### config.mk
export PLATFORM = sky130hd
export DESIGN_NAME = dcac_top
export DESIGN_NICKNAME = d
export VERILOG_FILES = /design/src/rtl/dcac_pkg.sv /design/src/rtl/dcac_top.sv /design/src/rtl/dcac_ch_regs.sv
export VERILOG_INCLUDE_DIRS = /design/src /design/src/rtl
export SDC_FILE = /design/constraint.sdc
export NUM_CORES = 1
export LEC_CHECK = 0
export BUFFER_PORTS_ARGS = -buffer_cell sky130_fd_sc_hd__buf_2
export CORE_ASPECT_RATIO = 1.75
export CORE_MARGIN = 2
export CORE_UTILIZATION = 50
export CTS_CLUSTER_SIZE = 14
export DETAILED_ROUTE_END_ITERATION = 7
export HOLD_SLACK_MARGIN = 0.08
export PLACE_DENSITY = 0.73
export RECOVER_POWER = 50
export REMOVE_ABC_BUFFERS = 1
export SLEW_MARGIN = 5
export SYNTH_ARGS = -nofsm -noshare
export SYNTH_HDL_FRONTEND = slang
export SYNTH_SLANG_ARGS = --single-unit
### constraint.sdc
create_clock -name clk_sys -period 18.8 [get_ports clk_sys]
set_input_delay 0.94 -clock clk_sys [delete_from_list [all_inputs] [get_ports clk_sys]]
set_output_delay 0.94 -clock clk_sys [all_outputs]
set_load 0.01 [all_outputs]
### src/rtl/dcac_map.svh
`ifndef DCAC_MAP_SVH
`define DCAC_MAP_SVH
`define DCAC_NUM_CH 2
`define DCAC_ADDR_W 24
`define DCAC_OFF_MAIN_CTRL 12'h000
`define DCAC_OFF_PKT_DBG 12'h004
`define DCAC_OFF_IRQ_STAT 12'h008
`define DCAC_OFF_IRQ_MASK 12'h00c
`define DCAC_CH_BASE 12'h010
`define DCAC_CH_STRIDE 12'h020
`define DCAC_CH_EN 5'h00
`define DCAC_CH_MEM_START 5'h04
`define DCAC_CH_MEM_END 5'h08
`define DCAC_CH_DEV_ADDR 5'h0c
`define DCAC_CH_CTRL 5'h10
`define DCAC_CH_ISTAT 5'h14
`define DCAC_CH_IEN 5'h18
`define DCAC_BIT_ACT 0
`define DCAC_BIT_SRST 1
`define DCAC_BIT_INC_MEM 16
`define DCAC_SIZE_LSB 20
`define DCAC_SIZE_W 3
`define DCAC_ST_DONE 0
`define DCAC_ST_ERR 1
`define DCAC_ISTAT_W 2
`define DCAC_RESP_OK 2'b00
`define DCAC_RESP_ERR 2'b10
`endif

### src/rtl/dcac_pkg.sv
package dcac_pkg;
  typedef enum logic [1:0] {
    DCAC_CH_IDLE = 2'b00,
    DCAC_CH_RUN = 2'b01,
    DCAC_CH_DONE = 2'b10
  } dcac_ch_state_t;

  typedef struct packed {
    logic en;
    logic [23:0] mem_ptr;
    logic [23:0] mem_end;
    logic [31:0] dev_addr;
    logic [31:0] ctrl;
    logic [1:0] istat;
    logic [1:0] ien;
    dcac_ch_state_t st;
  } dcac_ch_t;

  typedef struct packed {
    logic valid;
    logic [31:0] data;
    logic error;
  } dcac_pkt_t;

  typedef struct packed {
    logic aw_got;
    logic w_got;
    logic [11:0] awaddr;
    logic [31:0] wdata;
    logic [3:0] wstrb;
    logic bvalid;
    logic [1:0] bresp;
    logic rvalid;
    logic [31:0] rdata;
    logic [1:0] rresp;
  } dcac_bus_t;
endpackage : dcac_pkg

### src/rtl/dcac_top.sv
// Summary of operation
// - Writing restart bit resets engine, self-clears.
// - Block enable gates all channels, resets zero.
// - Channel runs only with both enables set.
// - Debug register returns last completed packet's data.
// - Pointer advances by packet size each packet.
// - Memory side is the transfer's bus slave.
// - Pointer equal end stops, sets done flag.
// - End limit applies only with increment enabled.
// - Memory address fields are 24 bits, upper reserved.
// - Each channel has its own register set.
// - Done and error bits masked, ORed together.
// - Pointer static when increment is off.
`timescale 1ns/100ps
`include "dcac_map.svh"
module dcac_top import dcac_pkg::*; (
  // Clock and reset
  input wire logic clk_sys,
  input wire logic resetn,
  // AXI4-Lite slave
  input wire logic [11:0] s_awaddr,
  input wire logic s_awvalid,
  output logic s_awready,
  input wire logic [31:0] s_wdata,
  input wire logic [3:0] s_wstrb,
  input wire logic s_wvalid,
  output logic s_wready,
  output logic [1:0] s_bresp,
  output logic s_bvalid,
  input wire logic s_bready,
  input wire logic [11:0] s_araddr,
  input wire logic s_arvalid,
  output logic s_arready,
  output logic [31:0] s_rdata,
  output logic [1:0] s_rresp,
  output logic s_rvalid,
  input wire logic s_rready,
  // Packet completion from the memory-side transfer, one pulse per packet
  input wire logic [`DCAC_NUM_CH-1:0] pkt_done,
  input wire logic [`DCAC_NUM_CH-1:0] pkt_err,
  input wire logic [31:0] pkt_data,
  // Memory slave address per channel and run status
  output logic [`DCAC_NUM_CH*`DCAC_ADDR_W-1:0] mem_addr,
  output logic [`DCAC_NUM_CH-1:0] ch_run,
  output logic [`DCAC_NUM_CH-1:0] ch_term,
  // Interrupt
  output logic irq
);
  typedef struct packed {
    dcac_bus_t bus;
    logic act;
    logic srst;
    logic [31:0] pkt;
    logic [`DCAC_NUM_CH-1:0] gstat;
    logic [`DCAC_NUM_CH-1:0] gmask;
    logic [`DCAC_NUM_CH-1:0] pend;
    logic rd_pend;
    logic rd_ch;
    logic [0:0] rd_idx;
    logic [0:0] eng_idx;
    logic [`DCAC_NUM_CH*`DCAC_ADDR_W-1:0] addr_o;
    logic [`DCAC_NUM_CH-1:0] run_o;
    logic [`DCAC_NUM_CH-1:0] term_o;
    logic irq_o;
  } dcac_state_t;

  dcac_state_t s_q, s_d;
  dcac_ch_t ch_all [`DCAC_NUM_CH];
  dcac_ch_t ch_rd;
  logic ch_we;
  logic [0:0] ch_widx;
  dcac_ch_t ch_wd;

  // Decodes a byte address into channel hit, index and in-channel offset.
  function automatic logic ch_hit(input logic [11:0] a);
    ch_hit = a >= `DCAC_CH_BASE && a < `DCAC_CH_BASE + 12'(`DCAC_NUM_CH) * `DCAC_CH_STRIDE;
  endfunction : ch_hit
  function automatic logic [0:0] ch_idx(input logic [11:0] a);
    logic [11:0] r;
    r = (a - `DCAC_CH_BASE) / `DCAC_CH_STRIDE;
    ch_idx = r[0:0];
  endfunction : ch_idx
  function automatic logic [4:0] ch_off(input logic [11:0] a);
    logic [11:0] r;
    r = (a - `DCAC_CH_BASE) % `DCAC_CH_STRIDE;
    ch_off = r[4:0];
  endfunction : ch_off
  function automatic logic [31:0] merge(input logic [31:0] o, input logic [31:0] n,
                                        input logic [3:0] b);
    for (int k = 0; k < 4; k++) begin
      merge[k*8 +: 8] = b[k] ? n[k*8 +: 8] : o[k*8 +: 8];
    end
  endfunction : merge

  dcac_ch_regs u_regs (
    .clk_sys(clk_sys),
    .resetn(resetn),
    .clr(s_q.srst),
    .we(ch_we),
    .widx(ch_widx),
    .wdata(ch_wd),
    .ridx(s_d.rd_idx),
    .rdata(ch_rd),
    .all_q(ch_all)
  );

  always_comb begin
    dcac_ch_t c;
    logic [31:0] v;
    logic [4:0] off;
    logic [`DCAC_ADDR_W-1:0] step;
    logic run;
    logic inc;
    int i;
    dcac_state_t keep;
    keep = '0;
    c = '0;
    v = '0;
    off = '0;
    step = '0;
    run = 1'b0;
    inc = 1'b0;
    i = 0;
    s_d = s_q;
    ch_we = 1'b0;
    ch_widx = '0;
    ch_wd = '0;
    s_d.srst = 1'b0;

    // Engine: one channel serviced per cycle, round robin through the write port.
    s_d.eng_idx = s_q.eng_idx + 1'b1;
    i = int'(s_q.eng_idx);
    c = ch_all[i];
    run = s_q.act && c.en;
    inc = c.ctrl[`DCAC_BIT_INC_MEM];
    step = `DCAC_ADDR_W'(c.ctrl[`DCAC_SIZE_LSB +: `DCAC_SIZE_W]);
    if (!run) begin
      c.st = DCAC_CH_IDLE;
    end else begin
      case (c.st)
        DCAC_CH_IDLE: begin
          c.st = DCAC_CH_RUN;
        end
        DCAC_CH_RUN: begin
          if (inc && c.mem_ptr == c.mem_end) begin
            c.st = DCAC_CH_DONE;
            c.istat[`DCAC_ST_DONE] = 1'b1;
          end
        end
        default: begin
          c.st = DCAC_CH_DONE;
        end
      endcase
    end
    s_d.run_o[i] = run && c.st == DCAC_CH_RUN;
    s_d.term_o[i] = c.st == DCAC_CH_DONE;
    s_d.addr_o[i*`DCAC_ADDR_W +: `DCAC_ADDR_W] = c.mem_ptr;
    // The channel not serviced this cycle must stop too, not one lap later.
    if (!s_q.act) begin
      s_d.run_o = '0;
    end
    ch_we = 1'b1;
    ch_widx = s_q.eng_idx;

    // Bus slave.
    if (s_awready && s_awvalid) begin
      s_d.bus.aw_got = 1'b1;
      s_d.bus.awaddr = s_awaddr;
    end
    if (s_wready && s_wvalid) begin
      s_d.bus.w_got = 1'b1;
      s_d.bus.wdata = s_wdata;
      s_d.bus.wstrb = s_wstrb;
    end
    if (s_q.bus.bvalid && s_bready) begin
      s_d.bus.bvalid = 1'b0;
    end
    if (s_q.bus.aw_got && s_q.bus.w_got && !s_q.bus.bvalid) begin
      s_d.bus.aw_got = 1'b0;
      s_d.bus.w_got = 1'b0;
      s_d.bus.bvalid = 1'b1;
      s_d.bus.bresp = `DCAC_RESP_OK;
      if (s_q.bus.awaddr == `DCAC_OFF_MAIN_CTRL) begin
        if (s_q.bus.wstrb[0]) begin
          s_d.act = s_q.bus.wdata[`DCAC_BIT_ACT];
          s_d.srst = s_q.bus.wdata[`DCAC_BIT_SRST];
        end
      end else if (s_q.bus.awaddr == `DCAC_OFF_PKT_DBG) begin
        s_d.bus.bresp = `DCAC_RESP_ERR;
      end else if (s_q.bus.awaddr == `DCAC_OFF_IRQ_MASK) begin
        v = merge(32'(s_q.gmask), s_q.bus.wdata, s_q.bus.wstrb);
        s_d.gmask = v[`DCAC_NUM_CH-1:0];
      end else if (s_q.bus.awaddr == `DCAC_OFF_IRQ_STAT) begin
        s_d.bus.bresp = `DCAC_RESP_OK;
      end else if (ch_hit(s_q.bus.awaddr)) begin
        // A register write on either channel takes the port this cycle;
        // the engine update for the serviced channel is simply retried next lap.
        off = ch_off(s_q.bus.awaddr);
        ch_widx = ch_idx(s_q.bus.awaddr);
        c = ch_all[int'(ch_widx)];
        if (off == `DCAC_CH_EN) begin
          v = merge(32'(c.en), s_q.bus.wdata, s_q.bus.wstrb);
          c.en = v[0];
        end else if (off == `DCAC_CH_MEM_START) begin
          v = merge(32'(c.mem_ptr), s_q.bus.wdata, s_q.bus.wstrb);
          c.mem_ptr = v[`DCAC_ADDR_W-1:0];
          c.st = DCAC_CH_IDLE;
        end else if (off == `DCAC_CH_MEM_END) begin
          v = merge(32'(c.mem_end), s_q.bus.wdata, s_q.bus.wstrb);
          c.mem_end = v[`DCAC_ADDR_W-1:0];
        end else if (off == `DCAC_CH_DEV_ADDR) begin
          c.dev_addr = merge(c.dev_addr, s_q.bus.wdata, s_q.bus.wstrb);
        end else if (off == `DCAC_CH_CTRL) begin
          c.ctrl = merge(c.ctrl, s_q.bus.wdata, s_q.bus.wstrb);
        end else if (off == `DCAC_CH_ISTAT) begin
          v = merge(32'(c.istat), s_q.bus.wdata, s_q.bus.wstrb);
          c.istat = c.istat & ~v[`DCAC_ISTAT_W-1:0];
        end else if (off == `DCAC_CH_IEN) begin
          v = merge(32'(c.ien), s_q.bus.wdata, s_q.bus.wstrb);
          c.ien = v[`DCAC_ISTAT_W-1:0];
        end else begin
          s_d.bus.bresp = `DCAC_RESP_ERR;
        end
      end else begin
        s_d.bus.bresp = `DCAC_RESP_ERR;
      end
    end

    // Packet completions update the pointer even under a register write, unless that write reloads the start pointer.
    // A completion for a channel not serviced this cycle waits here, so none is lost.
    for (int k = 0; k < `DCAC_NUM_CH; k++) begin
      if (pkt_done[k] && s_q.act) begin
        s_d.pkt = pkt_data;
        s_d.pend[k] = 1'b1;
      end
    end
    s_d.pend[int'(ch_widx)] = 1'b0;
    if (!s_q.act) begin
      s_d.pend = '0;
    end
    if ((s_q.pend[int'(ch_widx)] || pkt_done[int'(ch_widx)]) && s_q.act && c.en &&
        c.st == DCAC_CH_RUN) begin
      if (c.ctrl[`DCAC_BIT_INC_MEM]) begin
        c.mem_ptr = c.mem_ptr +
          `DCAC_ADDR_W'(c.ctrl[`DCAC_SIZE_LSB +: `DCAC_SIZE_W]);
      end
    end
    if (pkt_err[int'(ch_widx)]) begin
      c.istat[`DCAC_ST_ERR] = 1'b1;
    end
    ch_wd = c;

    // Channel events are ORed after per-bit enables, then latched globally.
    for (int k = 0; k < `DCAC_NUM_CH; k++) begin
      if (|(ch_all[k].istat & ch_all[k].ien)) begin
        s_d.gstat[k] = 1'b1;
      end
    end

    // Read channel.
    if (s_q.bus.rvalid && s_rready) begin
      s_d.bus.rvalid = 1'b0;
    end
    if (s_q.rd_pend) begin
      s_d.rd_pend = 1'b0;
      s_d.bus.rvalid = 1'b1;
      s_d.bus.rdata = '0;
      if (s_q.rd_ch) begin
        off = s_q.bus.rdata[4:0];
        if (off == `DCAC_CH_EN) begin
          s_d.bus.rdata = 32'(ch_rd.en);
        end else if (off == `DCAC_CH_MEM_START) begin
          s_d.bus.rdata = 32'(ch_rd.mem_ptr);
        end else if (off == `DCAC_CH_MEM_END) begin
          s_d.bus.rdata = 32'(ch_rd.mem_end);
        end else if (off == `DCAC_CH_DEV_ADDR) begin
          s_d.bus.rdata = ch_rd.dev_addr;
        end else if (off == `DCAC_CH_CTRL) begin
          s_d.bus.rdata = ch_rd.ctrl;
        end else if (off == `DCAC_CH_ISTAT) begin
          s_d.bus.rdata = 32'(ch_rd.istat);
        end else begin
          s_d.bus.rdata = 32'(ch_rd.ien);
        end
      end
    end else if (s_arready && s_arvalid) begin
      s_d.bus.rresp = `DCAC_RESP_OK;
      s_d.bus.rdata = '0;
      if (s_araddr == `DCAC_OFF_MAIN_CTRL) begin
        s_d.bus.rvalid = 1'b1;
        s_d.bus.rdata = 32'(s_q.act);
      end else if (s_araddr == `DCAC_OFF_PKT_DBG) begin
        s_d.bus.rvalid = 1'b1;
        s_d.bus.rdata = s_q.pkt;
      end else if (s_araddr == `DCAC_OFF_IRQ_STAT) begin
        s_d.bus.rvalid = 1'b1;
        s_d.bus.rdata = 32'(s_q.gstat);
        s_d.gstat = '0;
        for (int k = 0; k < `DCAC_NUM_CH; k++) begin
          if (|(ch_all[k].istat & ch_all[k].ien)) begin
            s_d.gstat[k] = 1'b1;
          end
        end
      end else if (s_araddr == `DCAC_OFF_IRQ_MASK) begin
        s_d.bus.rvalid = 1'b1;
        s_d.bus.rdata = 32'(s_q.gmask);
      end else if (ch_hit(s_araddr) && ch_off(s_araddr) <= `DCAC_CH_IEN &&
                   s_araddr[1:0] == 2'b00) begin
        s_d.rd_pend = 1'b1;
        s_d.rd_ch = 1'b1;
        s_d.rd_idx = ch_idx(s_araddr);
        s_d.bus.rdata = 32'(ch_off(s_araddr));
      end else begin
        s_d.bus.rvalid = 1'b1;
        s_d.bus.rresp = `DCAC_RESP_ERR;
      end
    end

    s_d.irq_o = |(s_d.gstat & s_d.gmask);
    // Bus handshakes survive the soft reset so the write that caused it still answers.
    if (s_q.srst) begin
      keep = s_d;
      s_d = '0;
      s_d.bus = keep.bus;
      s_d.rd_pend = keep.rd_pend;
      s_d.rd_ch = keep.rd_ch;
      s_d.rd_idx = keep.rd_idx;
    end
  end

  always_ff @(posedge clk_sys) begin
    if (!resetn) begin
      s_q <= '0;
    end else begin
      s_q <= s_d;
    end
  end

  assign s_awready = !s_q.bus.aw_got && !s_q.srst;
  assign s_wready = !s_q.bus.w_got && !s_q.srst;
  assign s_bvalid = s_q.bus.bvalid;
  assign s_bresp = s_q.bus.bresp;
  assign s_arready = !s_q.bus.rvalid && !s_q.rd_pend;
  assign s_rvalid = s_q.bus.rvalid;
  assign s_rdata = s_q.bus.rdata;
  assign s_rresp = s_q.bus.rresp;
  assign mem_addr = s_q.addr_o;
  assign ch_run = s_q.run_o;
  assign ch_term = s_q.term_o;
  assign irq = s_q.irq_o;

  srst_clear_a: assert property (@(posedge clk_sys) disable iff (!resetn)
    s_q.srst |=> !s_q.srst && !s_q.act) else $error("soft reset did not clear");
  act_gate_a: assert property (@(posedge clk_sys) disable iff (!resetn)
    !s_q.act |=> ch_run == '0) else $error("channel runs while block disabled");
  ch_gate_a: assert property (@(posedge clk_sys) disable iff (!resetn)
    ch_run[0] |-> $past(ch_all[0].en)) else $error("channel runs while disabled");
  irq_level_a: assert property (@(posedge clk_sys) disable iff (!resetn)
    irq |-> $past(|(s_d.gstat & s_d.gmask))) else $error("irq without cause");
  rd_answer_a: assert property (@(posedge clk_sys) disable iff (!resetn)
    (s_arvalid && s_arready) |-> ##[1:2] s_rvalid) else $error("read not answered");
  wr_answer_a: assert property (@(posedge clk_sys) disable iff (!resetn)
    (s_q.bus.aw_got && s_q.bus.w_got && !s_bvalid) |=> s_bvalid)
    else $error("write not answered");
  ptr_width_a: assert property (@(posedge clk_sys) disable iff (!resetn)
    (s_rvalid && $past(s_q.rd_ch && s_q.rd_pend) && $past(s_q.bus.rdata[4:0]) ==
     `DCAC_CH_MEM_START) |-> s_rdata[31:24] == 8'h00)
    else $error("reserved pointer bits set");
  pkt_dbg_a: assert property (@(posedge clk_sys) disable iff (!resetn)
    (pkt_done[0] && s_q.act && !s_q.srst) |=> s_q.pkt == $past(pkt_data))
    else $error("debug word not captured");
endmodule : dcac_top

### src/rtl/dcac_ch_regs.sv
`timescale 1ns/100ps
`include "dcac_map.svh"
// Per-channel state registers; read data is registered one cycle after the index.
module dcac_ch_regs import dcac_pkg::*; (
  // Clock and reset
  input wire logic clk_sys,
  input wire logic resetn,
  // Soft reset clears every channel at once.
  input wire logic clr,
  // Write port
  input wire logic we,
  input wire logic [0:0] widx,
  input wire dcac_ch_t wdata,
  // Read port
  input wire logic [0:0] ridx,
  output dcac_ch_t rdata,
  // Full view for the engine
  output dcac_ch_t all_q [`DCAC_NUM_CH]
);
  dcac_ch_t mem_q [`DCAC_NUM_CH];
  dcac_ch_t rd_q;
  always_ff @(posedge clk_sys) begin
    if (!resetn) begin
      rd_q <= '0;
    end else begin
      rd_q <= mem_q[ridx];
    end
  end
  for (genvar i = 0; i < `DCAC_NUM_CH; i++) begin : g_ch
    always_ff @(posedge clk_sys) begin
      if (!resetn) begin
        mem_q[i] <= '0;
      end else if (clr) begin
        mem_q[i] <= '0;
      end else if (we && widx == i[0:0]) begin
        mem_q[i] <= wdata;
      end
    end
    assign all_q[i] = mem_q[i];
  end
  assign rdata = rd_q;
endmodule : dcac_ch_regs

## Yosys cells after proc, flatten, opt, wreduce, memory -nomap -nowiden

Memory sizes are Yosys's and may differ from the RTL's. A register that Yosys moved wholly into a read port is not among the register bits.
Index checks and enable logic that the tools add are counted.
Widths: inputs -> output; s select.

| operators by class | value |
|---|---|
| add/sub/neg operators | 5 |
| multiply operators | 1 |
| $lt $le $gt $ge | 11 |
| eq/ne operators | 22 |
| shift operators | 2 |
| mux-type cells | 154 |
| bitwise gates (word level) | 18 |
| reduce and logical (&&, ||, !) cells | 46 |

Operator list:

| cell | count |
|---|---|
| $mux 119 | 16 |
| $mux 32 | 10 |
| $mux 33 | 5 |
| $mux 118 | 1 |
| $mux 8 | 14 |
| $mux 24 | 4 |
| $mux 92 | 1 |
| $mux 2 | 39 |
| $mux 36 | 2 |
| $mux 68 | 1 |
| $ge 32x2->1 const B | 2 |
| $not 1->32 | 2 |
| $bwmux 48 | 1 |
| $eq 12x4->1 const B | 4 |
| $shift 24x33->48 const A | 1 |
| $shiftx 24x33->48 | 1 |
| $mux 1 | 44 |
| $mux 35 | 1 |
| $neg 6->33 | 1 |
| $eq 5x5->1 const B | 5 |
| $add 24x3->24 | 1 |
| $eq 12x3->1 const B | 2 |
| $eq 24x24->1 | 1 |
| $ge 12x5->1 const B | 2 |
| 33 further kinds | 98 |

| storage, ports and cells | value |
|---|---|
| register bits after elaboration | 185 |
| bits in writable memories | 238 |
| output and inout port bits | 94 |
| logic and storage cells | 284 |
| memories kept | 1 |

Memory list:

| memory | words | bits a word | read ports | clocked after memory_dff | write ports | RTL line | source |
|---|---|---|---|---|---|---|---|
| u_regs.mem_q | 2 | 119 | 3 | 1 | 2 | dcac_ch_regs.sv:20 | `` dcac_ch_t mem_q [`DCAC_NUM_CH]; `` |

## Depth between registers and ports, before layout

Gate-level depths: netlist of run 1.

| depth | value |
|---|---|
| depth in word-level cells | 24 |
| mapped depth | 22 |

## By module

A second synthesis of run 1 with hierarchy kept.

| second synthesis, totals | value |
|---|---|
| cell total of the unflattened synthesis | 2881 |
| area total of the unflattened synthesis | 27744.1 sq um |

By module, submodules not included:

| module | instances | cells each | area each (sq um) | seq. area each (sq um) |
|---|---|---|---|---|
| dcac_top | 1 | 1989 | 14465.1 | 3663.5 |
| dcac_ch_regs | 1 | 892 | 13279.0 | 9529.1 |

## Worst setup path after synthesis of run 1

OpenSTA, ideal clock, no wires.

| timing | value |
|---|---|
| path type | register to register |
| start point | register s_q[175] (netlist bit) |
| end point | memory u_regs.mem_q[0][0] (netlist bit), enable pin |
| library setup time | 0.530 ns |
| arrival | 6.303 ns |
| data required time | 18.270 ns |
| slack | 11.967 ns |
| cell stages (with the launch flop) | 13 |
| path through | dfxtp_1 clkbuf_1 inv_1 ha_1 clkbuf_1 clkbuf_1 buf_1 buf_2 o21a_1 nor2_1 inv_1 clkbuf_1 clkbuf_1 |

RTL lines:

| item | RTL line | source |
|---|---|---|
| start, declared | dcac_top.sv:67 | `dcac_state_t s_q, s_d;` |
| start signal, assigned | dcac_top.sv:333 | `s_q <= '0;` |
| start signal, assigned | dcac_top.sv:335 | `s_q <= s_d;` |
| end, declared | dcac_ch_regs.sv:20 |  |

==> results.txt, run 1 <==
* Die H: 310 um
- For this design, the slowest cell found on the critical path is clkbuf_1.
- The initial utilization of the core area, before any placement, comes to 0.504.
- Hold crit path type: flop to flop
- Leaving out fill and tap cells, the most frequent cells in the layout are nand2_1, a21oi_1, nor2_1.
- Outcome: finished with violations
- Summing every instance area after synthesis gives 26800 sq um.
- Crit path capture type: flop
- Hold is met by 454 ps.
* Crit path max-delay family: buffers and inverters
- STA classifies the critical path startpoint as a flop.
* Count of H-tree levels built during CTS: 2
* Via count of the first global-routing pass: 22400
- The repair_antennas step left the layout with diodes totalling 0.
- Share of post-route cells with drive strength above 1: 0.0764
* Slowest stage delay, CP: about 2800 ps
- Starting DRC count in detailed routing: 2015
* Inst Count DP: between 3000 and 4000
- Total stage count of the critical path: 7
- Number of instances in the synthesized netlist: 3103
- The synthesized design contains 238 enable-type register cells.
- Count of synthesis-stage warnings from yosys: 0
- Each instance of the synthesized netlist takes up on average 8.63 sq um.
- The number of pins with negative max-slew slack in the final report is 580.
* Drt total wl: 84700 um
- Via/cell ratio: 6.07
* Later-pin clock latency in the skew report: 610 ps
- Area growth, synth to finish: 8.87%
* Clock sink total: roughly 540
* Series of cell instances along the critical path: clkbuf_1 -> nand2_1 -> o21a_1 -> nor2_1 -> clkinvlp_2 -> buf_4 -> a211oi_1
* Crit path buffers/inverters: 3
- Worst Max-Slew Pin Slew: about 4700 ps
- For this run, the number of standard cells in the final layout without fillers is 3811.
* Data arrival time of the critical path: slightly below 10000 ps
- Leaving out fill and tap cells, the most frequent cell in the layout is nand2_1.
- CTS clock-pin slew for the worst setup and hold paths: 70 ps
* Ratio of final minimum period to clock period: 0.494
- Post-detailed-route DRC marker count: 0
* Number of nets still failing antenna checks after routing: 0
* Proportion of netlist area held by the largest area contributor: 0.267
- TritonCTS built the clock tree.
- Setup repair after global routing left no endpoint under its margin.
- The hold violation total from the final report was 0.
- Power Dens Cells: 97.7 nW/um^2
* Total setup violations reported at the end of the flow: 0
- Top achievable clock speed: 0.108 GHz
- Total number of vias: 23100
* Final critical delay including setup and external delays: 9300 ps
* Fraction of registers with async set or reset after synthesis: 0
- Depth of the most critical reg-to-reg path: 7
* Number of distinct library cells after synthesis: 71
- In this run the standard cell core region covers approximately 53000 sq um.
* Per-cell routed wire length: 22.2 um
- The die is ~180 um wide.
- PostCTS Resize Cnt: 0
- The tool flagged a number of max-cap violations equal to 10.
- Critical path class: flop to flop
- The first detailed-routing pass took 8 iterations.
- For this run, the register share of the synthesized area comes to 0.491.
- The number of setup buffers added after CTS is 0.
- Top post-synthesis cells by area: edfxtp_1, dfxtp_1, a21oi_1
- In this run the deepest clock path goes through 3 buffers.
* Area of the die: 55500 sq um
- Count of port buffers added during placement: slightly below 200
- edfxtp_1 takes more of the synthesized area than any other cell.
- Pin count of the biggest net entering global routing: 211
* Hold_buf cts: 0
* Final weighted congestion of routability-driven global placement: 0.971
* Max_slew headroom: -2.12
* Filler cells: ~5000
- Final worst clock skew: 25.0 ps
- The final reports fail on capacitance limit, slew limit.
- In the global route stage, overall resource usage came out at 0.299.
* Critical path peak fanout: 81
- For this run, the leading register cell type out of synthesis is dfxtp_1.
- HPWL after DPL: approximately 54000 um
* Rows: around 110
- Global-route wire length before repair: 126000 um
- STA puts the critical path data required time at 19240 ps.
- Buffers inserted during clock tree synthesis total 51.
- Final nets: 3196
- Hold Path Cell Cnt: 2
* Number of register bits inferred by synthesis: about 540
- Clock tree root buffer cell: clkbuf_16
* IO Pins: 197
- Peak ir drop on the vdd network: 0.0000739 V
- Residual overflow from global routing: 0
- Measured on the finished design, the core utilization comes to 0.549.
- In this run the static leakage power is 10.7 nW.
* Initial antenna violation count: 1
[power breakdown]
part           switching (W)  total, W  internal (W)  leakage, nW
clock               0.000468   0.00112      0.000649        0.883
combinational       0.000223  0.000353      0.000129         4.77
sequential         0.0000759   0.00138       0.00130         5.08
total               0.000767   0.00285       0.00208         10.7
[cell type report]
type | instances | area [sq um] | area share
Tap cell | 684 | 856 | 0.0294
Sequential cell | 538 | 13200 | 0.451
Inverter | 31 | 124 | 0.00425
Multi-Input combinational cell | 2233 | 12100 | 0.415
Clock inverter | 23 | 303 | 0.0104
Timing Repair Buffer | 230 | 1110 | 0.0380
Clock buffer | 72 | 1520 | 0.0521
[sequential cells by signal, indices dropped and copies added (netlist names)]
signal,cells
u_regs.mem_q,238
ch_run,2
ch_term,2
s_rresp,1
irq,1
u_regs.rdata,117
mem_addr,48
s_rvalid,1
s_q,94
s_rdata,32
s_bvalid,1
s_bresp,1
[through the flow]
stage                     setup TNS (ps)  total power, W  setup WS, ps  instance area [sq um]
after floorplan                  -841560         0.00164         -3500                  25300
after global placement                 0         0.00173         13680                  27500
after detailed placement               0         0.00174         13560                  27500
after CTS                              0         0.00285         13560                  29300
after global routing                   0         0.00294          8990                  29100
final                                  0         0.00285          9500                  29100
[worst reg2reg max path: stages (launching register included)]
cell	delay, ps
dfxtp_1	1060
clkbuf_1	2800
nand2_1	340
o21a_1	290
nor2_1	180
clkinvlp_2	2700
buf_4	1440
a211oi_1	330
[worst paths after layout]
path / startpoint / end / slack [ps]
max: s_q[53] / u_regs.mem_q[1][102] / 9500
min: s_q[88] / s_q[88] / 450
max reg2reg: s_q[53] / u_regs.mem_q[1][102] / 9500
min reg2reg: s_q[88] / s_q[88] / 450
[kinds of logic after synthesis]
group,share of synthesized area
compound gates,0.157
xor+xnor,0.0154
fa+ha+maj,0.00402
buf+inv,0.0597
flops,0.491
mux,0.0878
other cells,0.000140
simple gates,0.184
[layer usage]
metal,GRT usage,part of all wire,wire [um],up-vias
met5,0,0.00015,13,-
met4,0.222,0.081,6860,2
met3,0.0442,0.078,6590,324
met2,0.508,0.49,41200,1162
met1,0.338,0.35,30000,11000
li1,-,-,-,10600
[cells in the mapped netlist, types with 11 or more instances]
library cell,number
a211oi_1,15
a21oi_1,507
a221oi_1,32
a22oi_1,56
a31oi_1,15
and2_1,13
and3_1,11
buf_1,26
buf_4,88
clkbuf_1,183
dfxtp_1,300
edfxtp_1,238
inv_1,30
mux2i_1,228
nand2_1,554
nand2b_1,15
nand3_1,25
nand4_1,13
nor2_1,484
nor3_1,26
o21ai_0,59
xnor2_1,24
xor2_1,23
Note: power is estimated with default switching activity, not from simulation.
==> inputs of run 2 (changes only) <==
ABC_AREA = 1   (was default)
clock period = 9.4 ns   (was 18.8 ns; I/O delays follow)
==> run 2 against run 1 <==
  * The flow still finishes with violations (capacitance limit, slew limit)
  * Global-route usage shrank 1.2 points
  * Total power grew 95%
  * Critical path depth grew 1
  * Wire length shrank 1.9%
  * Clock skew shrank 2.2 ps
  * Die area grew 1.5%
  * Synthesized area grew 1.6%
==> results.txt, run 2 <==
* Startpoint Class: primary input
* Drt total wl: 83100 um (-1.9%)
- The register share of total power is 0.493 (+0.009).
- Post-CTS Setup Inserts: 0 (unchanged)
- Hold_buf cts: 0 (unchanged)
- Ratio of final minimum period to clock period: 0.666
- For this run, the leading register cell type out of synthesis is dfxtp_1.
- Final core utilization: 0.538 (-0.0111)
- Proportion of netlist area held by the largest area contributor: 0.263 (-0.00413)
- The switching portion of total power is 0.287 (+0.0176).
* Max-slew violation count: 431 (-26%)
- The count of instances resized after the clock tree is built was 0 (unchanged).
- The total power consumption of the routed design was 0.00556 W (+95%).
* Final critical delay including setup and external delays: between 6000 and 7000 ps
- The top fanout value on the critical path was 64 (-21%).
- The vertical extent of the die was 313 um (+0.77%).
- Most common cell in the synthesized netlist: nand2_1
- Count of port buffers added during placement: 194 (unchanged)
- Unrepaired setup endpoints after global routing: false
- The share of synthesized flip-flops with an asynchronous set or reset came to 0 (unchanged).
- Die Wd: 180 um (+0.76%)
* Critical path class: primary input to flop
- Leaving out fill and tap cells, the most frequent cell in the layout is nand2_1.
* Top register by number of flip-flops: u_regs.mem_q
* Initial antenna violation count: 3 (+2)
* Launching element of the worst setup path: resetn
* Total number of vias: 24200 (+4.6%)
- The post-synthesis cell count was 3522 (+14%).
- Via count of the first global-routing pass: 22500 (+0.12%)
* Final weighted congestion of routability-driven global placement: 0.936 (-3.6%)
* Clock sink total: 538 (unchanged)
* Clock tree root buffer cell: clkbuf_16
- The share of the yosys chip area belonging to registers came to 0.484 (-0.00760).
- The half-perimeter wire length after detailed placement was 54400 um (+0.23%).
- The worst IR drop on VDD is 0.000168 V (+130%).
- Global-route total usage across every layer: 0.287 (-0.0122)
- The transition time at the pin with the least slew margin came to 4530 ps (-129 ps).
- Power Dens Cells: 191 nW/um^2 (+96%)
- Final hold violation count: 0 (unchanged)
- The sequential standard cell area came to 13200 sq um (about the same).
- Pin count of the biggest net entering global routing: 236 (+12%)
- The biggest area contributor in the post-synthesis netlist is edfxtp_1.
- Per-cell routed wire length: 19.7 um (-11%)
* Final worst clock skew: 22.7 ps (-2.22 ps)
* Area of the die: 56300 sq um (+1.5%)
* Max_slew headroom: -2.02 (+0.103)
- The total of fill cells in the finished design was 5213 (+6.3%).
- Hold Path Cell Cnt: 3 (+1)
* Via/cell ratio: 5.74 (-5.3%)
- The count of nets left with antenna violations after detail routing came to 0 (unchanged).
- Final nets: 3595 (+12%)
- The placement-stage cell area came to 27700 sq um (+0.63%).
- Multi-input gate area: 11200 sq um (-7.6%)
* Max reg flops: 238 (unchanged)
- Depth of the most critical reg-to-reg path: 7 (unchanged)
- By count the netlist is led by nand2_1, o21ai_0, nor2_1.
- Number of max-cap violations: 6 (-4)
- The number of flops mapped to enable cells by yosys is 238 (unchanged).
- Avg Synthesized Cell Area: 7.72 sq um (-11%)
- Leak pwr: 11.4 nW (+6.1%)
- Endpoint of the worst setup timing path: s_q[57]
- Count of synthesis-stage warnings from yosys: 0 (unchanged)
* Rows: 113 (+0.89%)
- Residual overflow from global routing: 0 (unchanged)
- The latest clock arrival within the worst-skew pair came to 590 ps (-20 ps).
- Fin worst setup slack: 3140 ps (-6360 ps)
- The combinational cell fraction of total power came to 0.150 (+0.026).
- The post-route standard cell area excluding fillers is 29000 sq um (-0.36%).
- TritonCTS clock tree: done
- Req. time, crit path: 9910 ps (-9330 ps)
- First-pass iteration count of the detailed router: 8 (unchanged)
* Number of distinct library cells after synthesis: 60 (-15%)
- In the layout the commonest cells are nand2_1, o21ai_0, nor2_1.
- Number of buffers added by the clock tree synthesis step: 49 (-3.9%)
- Worst R2R End: u_regs.rdata[97]
- The area growth from synthesis to layout is 6.80%.
- The proportion of power drawn by the clock network is 0.356 (-0.036).
- Count of H-tree levels built during CTS: 2 (unchanged)
- Buffer depth of the longest clock path: 3 (unchanged)
* Post-detailed-route DRC marker count: 0 (unchanged)
- Top achievable clock speed: about 0.16 GHz
* Total setup violations reported at the end of the flow: 0 (unchanged)
- Final setup TNS: 0 ps (unchanged)
* Crit path capture type: flop
* Violated checks: capacitance limit, slew limit
- CTS clock-pin slew for the worst setup and hold paths: 70 ps (about the same)
* Hold crit path type: primary input to flop
- IO Pins: 197 (unchanged)
- Number of register bits inferred by synthesis: 538 (unchanged)
- The net switching power was 0.00159 W (+110%).
* Synthesized cell area: 27200 sq um (+1.6%)
- The critical path data arrival time came to 6760 ps (-2970 ps).
* Startpoint of the worst register-to-register path: s_q[56]
* Global-route wire length before repair: 127000 um (+0.25%)
* Starting DRC count in detailed routing: 2073 (+2.9%)
- Ant diodes: 0 (unchanged)
- Top post-synthesis cells by area: edfxtp_1, dfxtp_1, nand2_1
* Effective utilization at floorplan: 0.503 (-0.000601)
* Reg-to-reg setup timing slack: 3570 ps (-5930 ps)
* Cell internal pwr: 0.00396 W (+90%)
- The flow ran to the end, but the final reports show violations.
- The ratio of cells with drive above 1 in the final layout was 0.0707 (-0.00571).
* DP Worst Slack: 4800 ps (-8770 ps)
* Area of the core: 54000 sq um (+1.7%)
## run 2: cell count changes after synthesis, sizes merged, moves of 20 or more
cell | before | now
mux2i | 228 | 1
buf | 119 | 170
a21oi | 508 | 263
nor2 | 484 | 461
a22oi | 56 | 1
a221oi | 32 | 9
xnor2 | 24 | 4
o211ai | 6 | 134
nand3 | 25 | 83
clkbuf | 183 | 139
nand2 | 554 | 753
inv | 31 | 336
o21ai | 61 | 500
xor2 | 23 | 3
## run 2: worst min path at each step
stage / from / slack [ps] / to
final: pkt_data[15] / 130 / s_q[78]
after global routing: pkt_data[9] / 130 / s_q[72]
after CTS: pkt_data[15] / 120 / s_q[78]
after detailed placement: s_q[88] / 450 / s_q[88]
after global placement: s_q[88] / 440 / s_q[88]
after floorplan: s_q[63] / 430 / s_q[63]
## run 2: kinds of logic (layout without fill, tap and decap cells)
| group | count (synthesis) | count (layout) | synth area share |
|---|---|---|---|
| and+or+nand+nor | 1345 | 1345 | 0.202 |
| other | 1 | 2 | 0.000138 |
| muxes | 1 | 1 | 0.000368 |
| DFF | 538 | 538 | 0.484 |
| xor gates and xnor gates | 7 | 7 | 0.00225 |
| buffers and inverters | 648 | 646 | 0.107 |
| adders and majority gates | 9 | 9 | 0.00442 |
| AOI/OAI and AO/OA | 973 | 973 | 0.201 |
## run 2: critical path, stage by stage
cell,delay (ps)
buf_6,380
clkinv_1,510
nor2_1,2270
clkinv_1,390
clkbuf_1,1400
nor2_1,850
inv_1,160
nor3_1,220
## run 2: power groups by stage
stage | clock network [W] | logic, W | registers [W]
6_report | 0.00198 | 0.000835 | 0.00274
5_1_grt | 0.00209 | 0.000934 | 0.00276
4_1_cts | 0.00200 | 0.000832 | 0.00274
3_5_place_dp | 0 | 0.000826 | 0.00279
3_3_place_gp | 0 | 0.000813 | 0.00278
2_1_floorplan | 0 | 0.000547 | 0.00277
## run 2: cell type report
cell class	count	area share
flip-flops and latches	538	0.453
inverters	339	0.0441
well taps	690	0.0297
clock inverters	14	0.00414
repair buffers	218	0.0356
multi-input cells	2337	0.385
clock buffers	75	0.0487
## run 2: stage by stage
step / hold slack, ps / cells
4_1_cts: 116 / 4211
3_3_place_gp: 441 / 4122
6_report: 135 / 4211
2_1_floorplan: 432 / 3214
5_1_grt: 131 / 4211
3_5_place_dp: 453 / 4122
## run 2: per-layer routing
layer / track usage / up-vias / wire length, um
met5: 0 / - / 0
met4: 0.195 / 0 / 6400
li1: - / 11600 / -
met2: 0.494 / 1078 / 40700
met3: 0.0364 / 269 / 5750
met1: 0.332 / 11300 / 30300
